### src/design/nv_write_map.vh
// constants for the nonvolatile write controller
// assumes inclusion by bare name from the design file
`ifndef NV_WRITE_MAP_VH
`define NV_WRITE_MAP_VH
`define ADDR_NV_WRITE_CMD 8'hC9
`define ADDR_AUX_CONTROL_2 8'hF7
`define CMD_FLASH_ONE 8'h47
`define CMD_FLASH_TWO 8'h74
`define CMD_INFO 8'hA1
`define CMD_EEPROM 8'hE2
`define BIT_FLASH_WE 7
`define BIT_TIMEOUT 6
`define BIT_EEPROM_WE 5
`define BIT_INFO_WE 4
`define BIT_TSEL_HI 2
`define BIT_TSEL_LO 1
`define AUX_CONTROL_2_RESET 8'h06
`define TSEL_OFF 2'h0
`define TSEL_3MS 2'h1
`define TSEL_6MS 2'h2
`define TSEL_25MS 2'h3
`define FLASH_LAST 16'h3FFE
`define EEPROM_BASE 16'hEE00
`define EEPROM_LAST 16'hEEFE
`define INFO_BASE 16'hE500
`define INFO_LAST 16'hE53F
`define INFO_BOOT_BASE 16'hE520
`define TIME_3MS_US 3000
`define TIME_6MS_US 6000
`define TIME_25MS_US 25000
`define TIME_EEPROM_US 1000
`define TIME_FLASH_US 1000
`define TIME_INFO_US 600
`define TIME_READ_NS 300
`define CLK_MHZ 100
`define NS_ROUND 999
`define NS_PER_US 1000
`endif

### src/design/nv_write_controller.v
// write control for flash self-programming, eeprom and info memory
// assumes an 8051 core on clk issuing sfr and external-data accesses
// Functional notes
// - 47h/74h set flash enable, else clear
// - A1h sets info enable, else clear
// - E2h sets eeprom enable, else clear
// - command read bit7 is flash enable
// - bit5 eeprom enable, bit4 info enable
// - timeout flag bit6 set on overrun
// - timeout flag cleared by any command write
// - aux bits 2:1 select timeout, reset 11
// - timeout abandons write, releases cpu
// - one timeout shared by all writes
// - 128 eeprom bytes, byte access
// - eeprom at even EE00h..EEFEh only
// - enabled eeprom store programs accumulator byte
// - cpu waits during write, peripherals run
// - eeprom load returns byte, about 300ns
// - 64 byte info memory E500h..E53Fh
// - info writes only boot area, enabled
// - info write takes about 0.6ms
// - flash store 0000h..3FFEh when enabled
`timescale 1ns/10ps
`include "nv_write_map.vh"
module nv_write_controller #(
  parameter T3_CYC = `TIME_3MS_US * `CLK_MHZ, // 3 ms in cycles
  parameter T6_CYC = `TIME_6MS_US * `CLK_MHZ, // 6 ms in cycles
  parameter T25_CYC = `TIME_25MS_US * `CLK_MHZ, // 25 ms in cycles
  parameter EE_PROG_CYC = `TIME_EEPROM_US * `CLK_MHZ, // eeprom program time
  parameter FL_PROG_CYC = `TIME_FLASH_US * `CLK_MHZ, // flash program time
  parameter INFO_PROG_CYC = `TIME_INFO_US * `CLK_MHZ // info program time
)(
  input wire clk,
  input wire rst,
  input wire ce,
  input wire [7:0] sfr_addr,
  input wire sfr_wr,
  input wire sfr_rd,
  input wire [7:0] sfr_wdata,
  output reg [7:0] sfr_rdata_ff,
  input wire [15:0] xd_addr,
  input wire xd_wr,
  input wire xd_rd,
  input wire [7:0] xd_wdata,
  output reg [7:0] xd_rdata_ff,
  output reg xd_rvalid_ff,
  output reg cpu_wait_ff,
  output reg flash_prog_ff,
  output reg [15:0] flash_addr_ff,
  output reg [7:0] flash_data_ff,
  input wire flash_done
);
  // read access time rounded up to whole cycles
  localparam integer READ_CYC_I = (`TIME_READ_NS * `CLK_MHZ + `NS_ROUND) / `NS_PER_US;
  // five bits hold the 30-cycle eeprom access at 100 MHz
  localparam [4:0] READ_CYC = READ_CYC_I[4:0];
  // sequencer states
  localparam [1:0] ST_IDLE = 2'h0; // no write
  localparam [1:0] ST_PROG = 2'h1; // programming, cpu held
  localparam [1:0] ST_DONE = 2'h2; // releasing cpu
  // address classes from the region decoder
  localparam [1:0] RGN_NONE = 2'h0; // not ours
  localparam [1:0] RGN_FLASH = 2'h1; // program flash
  localparam [1:0] RGN_EEPROM = 2'h2; // even eeprom byte
  localparam [1:0] RGN_INFO = 2'h3; // info memory
  // write targets held while programming
  localparam [1:0] TGT_FLASH = 2'h0; // flash engine
  localparam [1:0] TGT_EEPROM = 2'h1; // eeprom array
  localparam [1:0] TGT_INFO = 2'h2; // info array

  // control and status flags
  reg flash_we_ff; // flash write enable
  reg flash_two_ff; // two-byte flash mode
  reg eeprom_we_ff; // eeprom write enable
  reg info_we_ff; // info write enable
  reg timeout_ff; // write timeout flag
  reg [7:0] aux_control_2_ff; // auxiliary control
  // sequencer and counters
  reg [1:0] state_ff; // write sequencer
  reg [1:0] target_ff; // 0 flash 1 eeprom 2 info
  reg [31:0] prog_cnt_ff; // programming time
  reg [31:0] tmo_cnt_ff; // timeout time
  reg [31:0] tmo_lim_ff; // timeout limit latched at start
  reg [6:0] ee_idx_ff; // eeprom byte index
  reg [5:0] info_idx_ff; // info byte index
  reg [7:0] wr_data_ff; // byte to store
  reg [4:0] rd_cnt_ff; // eeprom read delay
  reg rd_busy_ff; // eeprom read pending
  // storage arrays, flip-flops indexed by byte
  reg [7:0] eeprom_mem [0:127]; // eeprom storage
  reg [7:0] info_mem [0:63]; // info storage

  // address class decoder
  // shared by the store path and the load path
  function [1:0] region;
    input [15:0] a;
    begin
      // flash stores run up to and include the last word at 3FFEh
      if (a <= `FLASH_LAST)
        region = RGN_FLASH;
      // odd eeprom addresses fall through as invalid
      else if (a >= `EEPROM_BASE && a <= `EEPROM_LAST && !a[0])
        region = RGN_EEPROM;
      else if (a >= `INFO_BASE && a <= `INFO_LAST)
        region = RGN_INFO;
      else
        region = RGN_NONE;
    end
  endfunction

  wire [1:0] wr_region = region(xd_addr); // store target class
  wire [1:0] rd_region = region(xd_addr); // load source class
  wire [1:0] tsel = aux_control_2_ff[`BIT_TSEL_HI:`BIT_TSEL_LO]; // timeout select
  wire cmd_wr = sfr_wr && sfr_addr == `ADDR_NV_WRITE_CMD; // command write
  // accepted store: area writable and enable set
  // a refused store never raises the wait
  wire fl_go = wr_region == RGN_FLASH && flash_we_ff;
  wire ee_go = wr_region == RGN_EEPROM && eeprom_we_ff;
  // the factory area below the boot area stays read-only
  wire in_go = wr_region == RGN_INFO && info_we_ff && xd_addr >= `INFO_BOOT_BASE;
  // stores while busy are dropped
  wire start = state_ff == ST_IDLE && xd_wr && (fl_go || ee_go || in_go);
  // timeout compares against the limit latched at start
  wire tmo_hit = state_ff == ST_PROG && tsel != `TSEL_OFF && tmo_cnt_ff >= tmo_lim_ff;
  // flash finishes on the engine's done, arrays on the local count
  wire prog_end = state_ff == ST_PROG &&
    (target_ff == TGT_FLASH ? flash_done : prog_cnt_ff == 32'h0);

  // enable flags, timeout flag and aux register
  // every command write rewrites all three enables at once
  // the timeout flag falls with any command write, but a
  // timeout arriving in that same cycle still sets it
  always @(posedge clk or posedge rst)
  begin
    if (rst)
    begin
      flash_we_ff <= 1'b0;
      flash_two_ff <= 1'b0;
      eeprom_we_ff <= 1'b0;
      info_we_ff <= 1'b0;
      timeout_ff <= 1'b0;
      aux_control_2_ff <= `AUX_CONTROL_2_RESET;
    end
    else if (ce)
    begin
      if (cmd_wr)
      begin
        // every write decodes all three flags
        flash_we_ff <= sfr_wdata == `CMD_FLASH_ONE || sfr_wdata == `CMD_FLASH_TWO;
        flash_two_ff <= sfr_wdata == `CMD_FLASH_TWO;
        info_we_ff <= sfr_wdata == `CMD_INFO;
        eeprom_we_ff <= sfr_wdata == `CMD_EEPROM;
      end
      // aux register is plain read/write
      if (sfr_wr && sfr_addr == `ADDR_AUX_CONTROL_2)
        aux_control_2_ff <= sfr_wdata;
      // set beats clear in the same cycle
      if (tmo_hit)
        timeout_ff <= 1'b1;
      else if (cmd_wr)
        timeout_ff <= 1'b0;
    end
  end

  // sfr read data
  // low command bits and unmapped addresses read zero
  always @(posedge clk or posedge rst)
  begin
    if (rst)
      sfr_rdata_ff <= 8'h00;
    else if (ce && sfr_rd)
    begin
      if (sfr_addr == `ADDR_NV_WRITE_CMD)
        sfr_rdata_ff <= {flash_we_ff, timeout_ff, eeprom_we_ff, info_we_ff, 4'h0};
      else if (sfr_addr == `ADDR_AUX_CONTROL_2)
        sfr_rdata_ff <= aux_control_2_ff;
      else
        sfr_rdata_ff <= 8'h00;
    end
  end

  // write sequencer with shared timeout
  // idle: a refused or busy store is dropped without a stall
  // prog: cpu held, program and timeout counted side by side
  // done: one cycle to drop the wait, then idle again
  // the limit is latched at start; a select change mid-write
  // only matters when it turns timing off, or on with the 25 ms limit
  always @(posedge clk or posedge rst)
  begin
    if (rst)
    begin
      state_ff <= ST_IDLE;
      target_ff <= 2'h0;
      prog_cnt_ff <= 32'h0;
      tmo_cnt_ff <= 32'h0;
      tmo_lim_ff <= 32'h0;
      cpu_wait_ff <= 1'b0;
      flash_prog_ff <= 1'b0;
      flash_addr_ff <= 16'h0000;
      flash_data_ff <= 8'h00;
      ee_idx_ff <= 7'h00;
      info_idx_ff <= 6'h00;
      wr_data_ff <= 8'h00;
    end
    else if (ce)
    begin
      case (state_ff)
        ST_IDLE:
        begin
          flash_prog_ff <= 1'b0;
          if (start)
          begin
            state_ff <= ST_PROG;
            cpu_wait_ff <= 1'b1;
            tmo_cnt_ff <= 32'h0;
            // one limit serves every target
            if (tsel == `TSEL_3MS)
              tmo_lim_ff <= T3_CYC;
            else if (tsel == `TSEL_6MS)
              tmo_lim_ff <= T6_CYC;
            else
              tmo_lim_ff <= T25_CYC;
            wr_data_ff <= xd_wdata;
            ee_idx_ff <= xd_addr[7:1];
            info_idx_ff <= xd_addr[5:0];
            // pick the target; flash gets a one-cycle program pulse
            if (fl_go)
            begin
              target_ff <= TGT_FLASH;
              flash_prog_ff <= 1'b1;
              flash_addr_ff <= xd_addr;
              flash_data_ff <= xd_wdata;
              prog_cnt_ff <= FL_PROG_CYC;
            end
            else if (ee_go)
            begin
              // eeprom program time counted locally
              target_ff <= TGT_EEPROM;
              prog_cnt_ff <= EE_PROG_CYC;
            end
            else
            begin
              // info program time counted locally
              target_ff <= TGT_INFO;
              prog_cnt_ff <= INFO_PROG_CYC;
            end
          end
        end
        ST_PROG:
        begin
          // count both the program time and the timeout
          flash_prog_ff <= 1'b0;
          tmo_cnt_ff <= tmo_cnt_ff + 32'h1;
          if (prog_cnt_ff != 32'h0)
            prog_cnt_ff <= prog_cnt_ff - 32'h1;
          // timeout wins over a finish in the same cycle
          if (tmo_hit)
            state_ff <= ST_DONE;
          else if (prog_end)
            state_ff <= ST_DONE;
        end
        ST_DONE:
        begin
          // drop the wait, cpu resumes next cycle
          cpu_wait_ff <= 1'b0;
          state_ff <= ST_IDLE;
        end
        default:
          state_ff <= ST_IDLE;
      endcase
    end
  end

  // storage update on normal completion only
  // a timed-out write leaves the old byte in place
  always @(posedge clk)
  begin
    if (ce && prog_end && !tmo_hit)
    begin
      if (target_ff == TGT_EEPROM)
        eeprom_mem[ee_idx_ff] <= wr_data_ff;
      else if (target_ff == TGT_INFO)
        info_mem[info_idx_ff] <= wr_data_ff;
      // flash data leaves through the engine ports
    end
  end

  // external-data reads of eeprom and info
  // eeprom data is latched at once, valid pulses after the access time
  // info data needs no wait, so it is valid the next cycle
  always @(posedge clk or posedge rst)
  begin
    if (rst)
    begin
      xd_rdata_ff <= 8'h00;
      xd_rvalid_ff <= 1'b0;
      rd_busy_ff <= 1'b0;
      rd_cnt_ff <= 5'h00;
    end
    else if (ce)
    begin
      // valid is a one-cycle pulse
      xd_rvalid_ff <= 1'b0;
      if (rd_busy_ff)
      begin
        // loads during a pending eeprom read are not answered
        if (rd_cnt_ff <= 5'h01)
        begin
          rd_busy_ff <= 1'b0;
          xd_rvalid_ff <= 1'b1;
        end
        else
          rd_cnt_ff <= rd_cnt_ff - 5'h01;
      end
      else if (xd_rd)
      begin
        if (rd_region == RGN_EEPROM)
        begin
          // even address, byte index from bits 7:1
          xd_rdata_ff <= eeprom_mem[xd_addr[7:1]];
          rd_busy_ff <= 1'b1;
          rd_cnt_ff <= READ_CYC;
        end
        else if (rd_region == RGN_INFO)
        begin
          // info reads take no wait states
          xd_rdata_ff <= info_mem[xd_addr[5:0]];
          xd_rvalid_ff <= 1'b1;
        end
        // other loads belong to other blocks, no answer here
      end
    end
  end
endmodule

### config.mk
export PLATFORM = sky130hd
export DESIGN_NAME = nv_write_controller
export DESIGN_NICKNAME = d
export VERILOG_FILES = /design/src/design/nv_write_controller.v
export VERILOG_INCLUDE_DIRS = /design/src /design/src/design
export SDC_FILE = /design/constraint.sdc
export NUM_CORES = 2
export LEC_CHECK = 0
export ABC_AREA = 1
export BUFFER_PORTS_ARGS = -buffer_cell sky130_fd_sc_hd__buf_2
export CAP_MARGIN = 5
export CORE_UTILIZATION = 45
export DETAILED_ROUTE_END_ITERATION = 6
export PLACE_DENSITY = 0.63
export SYNTH_ARGS = -nofsm -noshare
export SYNTH_HDL_FRONTEND = slang
export SYNTH_SLANG_ARGS = --single-unit
### constraint.sdc
create_clock -name clk -period 12.39 [get_ports clk]
set_clock_uncertainty 0.2 [all_clocks]
set_input_delay 0.6195 -clock clk [delete_from_list [all_inputs] [get_ports clk]]
set_output_delay 0.6195 -clock clk [all_outputs]
set_load 0.01 [all_outputs]
==> flow_summary.ini <==
[run_status]
outcome = finished, final reports clean

[logic_synthesis]
synth_cells = 6346
syn_nets = 6417
synth_xor_area_share_pct = 0.616
avgSynthCellArea_um2 = 11.2
synth_edf_count = 1536
synth_compound_area_share_pct = 7.79
synth_seq_cells = 1688
synth_top_family_by_area = simple AND/OR/NAND/NOR gates
ys.flop_type = edfxtp_1
synthAdderAreaFrac_pct = 0.405
synth-async-reset-ratio_pct = 9.00
ys_seq_area_share_pct = 70.2
synthSimpleGateAreaFrac_pct = 17.1
syn_area_um2 = 71100
ys_types = 52
synth_mux_area_share_pct = 0.0158
synth_warnings = 0

[sta]
worst_pin_slew_ns = 1.31
tns_ns = 0
rsz0062_at_grt = no
setup_viol = 0
relSlewSlack_pct = 11.7
fmax_ghz = 0.221
finalWorstSetupSlack_ns = 7.87
period_minus_slack_ns = 4.52
hold_ws_ns = 0.0647
slew_viol_final = 0
fin_crit_sh_pct = 36.4
final_hold_viol_count = 0

[placement]
place_ws_ns = 7.19
dp_hpwl_mm = 117
gp_congestion = 0.890
port_buffers = 90

[floorplan]
die_h_um = 400
start_util_pct = 45.4
die_w_um = 400
core_um2 = 157000
die_area_um2 = 160000
ios = 91
num_rows = 145

[clock_tree]
cts_resized = 0
cts-root-buf = clkbuf_16
cts.clk_slew.worst_paths_ns = 0.06
h-tree-depth = 4
cts.sinks = 1688
cts_setup_buffers = 0
cts_buffer_depth = 3
clk_latency_ns = 0.83
cts_tree = built
cts_buffers = 169

[critical_path]
startpoint_type = flip-flop
critPathMaxFanout = 72
required_ns = 12.59
critPathSlowestCell = nor3_1
critical_path_buf_inv_count = 3
path_class = reg2reg
crit_family = simple AND/OR/NAND/NOR gates
cpPeakStageDelay_ns = 1.08
cp.arrival_ns = 4.72
crit_path_end_kind = flip-flop
cp_cell_sequence = inv_1 -> ha_1 -> nand2_1 -> nor2_2 -> nand4_1 -> o21ai_1 -> nand3_1 -> nor2_1 -> nand4_1 -> buf_4 -> buf_4 -> nor3_1

[route]
dr.pass1.iters = 5
drcViolationCount = 0
drt_iter0_drc = 6673
detail-route-antenna-nets = 0
wl_per_cell_um = 23.3
via_count = 49519
viasPerCell = 5.69
drt-total-wl_mm = 202

[flow_run]
drv_cap = 0

[pwr]
clockPowerShare_pct = 42.3
leakage_nw = 32.2
switching_share_pct = 22.5
power_switching_mw = 2.64
seqPwrFrac_pct = 52.7
finalPower_mw = 11.7
ir_drop_v = 0.000117
internal_power_mw = 9.06
p_per_area_nw_per_um2 = 146
p_comb_share_pct = 5.0

[grt]
grt_max_degree = 152
grt_pass1_vias = 47399
grt_antenna_before_repair = 7
gr-total-overflow = 0
grt_first_pass_wirelength_mm = 304
grtUsageTotal_pct = 25.3

[final_layout]
final_core_util_pct = 51.1
final_common_cell = edfxtp_1
final_nets = 6568
layout_common_cells = 1536 x edfxtp_1, 1272 x nand2_1, 837 x nor2_1
syn_to_final_growth_pct = 12.6
drive_gt1_share_pct = 10.0

[worst_hold_path]
min_path_type = in2reg
## layout make-up
type                            instances  area, um^2
Inverter                              305        1180
Clock inverter                         82         643
Fill cell                           13601       76500
Tap cell                             2058        2570
Multi-Input combinational cell       3986       18500
Sequential cell                      1688       50000
Clock buffer                          230        4630
Antenna cell                            2        5.00
Timing Repair Buffer                  347        2500
## power by group through the flow
stage	Sequential [mW]	Combinational (mW)	Clock, mW
floorplan	6.28	0.371	0
global placement	6.28	0.568	0
detailed placement	6.28	0.572	0
CTS	6.16	0.581	5.00
global route	6.16	0.640	5.20
finish	6.16	0.586	4.94
## kinds of logic (layout without fill, tap and decap cells)
family / Yosys count / count (layout)
fa+ha+maj: 23 / 23
compound gates: 1001 / 1001
xor+xnor: 50 / 50
other cells: 0 / 2
buf+inv: 672 / 964
flops: 1688 / 1688
mux: 1 / 1
simple gates: 2911 / 2911
## metrics by stage
step	cell area (um^2)	cells
2_1_floorplan	71100	6346
3_3_place_gp	74400	8341
3_5_place_dp	74400	8345
4_1_cts	80000	8684
5_1_grt	80000	8696
6_report	80000	8698
## cell usage after synthesis (all sizes together) (23+ instances only)
cell	instances	area (um^2)
a21oi	207	1040
a22oi	36	270
buf	167	831
clkbuf	200	751
dfrtp	150	3750
edfxtp	1536	46100
ha	23	288
inv	300	1130
nand2	1282	4840
nand3	427	2150
nand4	53	338
nor2	847	3210
nor3	213	1070
o211ai	126	946
o21ai	574	2890
o22ai	35	219
or2	66	413
xor2	40	350
## final timing paths
path / start / end / slack [ns] / cells past startpoint
worst min-delay path: xd_addr[7] / xd_rdata_ff[5]$_DFFE_PP0P_ / 0.06 / 5
worst max register to register: prog_cnt_ff[0]$_DFFE_PP0P_ / eeprom_mem[95][2]$_DFFE_PP_ / 7.87 / 12
max in group asynchronous: rst / wr_data_ff[3]$_DFFE_PP0P_ / 10.14 / 4
worst min register to register: flash_addr_ff[15]$_DFFE_PP0P_ / flash_addr_ff[15]$_DFFE_PP0P_ / 0.27 / 2
min in group asynchronous: rst / tmo_cnt_ff[24]$_DFFE_PP0P_ / 0.37 / 3
worst max-delay path: prog_cnt_ff[0]$_DFFE_PP0P_ / eeprom_mem[95][2]$_DFFE_PP_ / 7.87 / 12
## flip-flops by register name (all words and copies together), names as in the netlist, 8 cells and up
signal	cells
eeprom_mem	1024
info_mem	512
prog_cnt_ff	32
tmo_cnt_ff	32
flash_addr_ff	16
aux_control_2_ff	8
flash_data_ff	8
sfr_rdata_ff	8
wr_data_ff	8
xd_rdata_ff	8
## repair_timing
action / in CTS / in global routing
endpoints found under the setup margin: 0 / 0
hold buffers: 27 / 0
hold endpoints to repair: 124 / 0
## worst reg2reg max path, cell delays in order, from the launching register on
cell and delay, ns:
dfrtp_1 0.39, inv_1 0.10, ha_1 0.22, nand2_1 0.11, nor2_2 0.29, nand4_1 0.19
o21ai_1 0.12, nand3_1 0.11, nor2_1 0.23, nand4_1 0.13, buf_4 0.36, buf_4 0.54
nor3_1 1.12
## layer usage
| metal | track usage [%] | routed length [um] | vias to the layer above |
|---|---|---|---|
| li1 | - | - | 22545 |
| met2 | 39.3 | 92200 | 2396 |
| met1 | 36.1 | 84700 | 24216 |
| met3 | 4.57 | 18800 | 358 |
| met4 | 8.30 | 6500 | 4 |
| met5 | 0 | 34 | - |
Note: power is estimated with default switching activity, not from simulation.
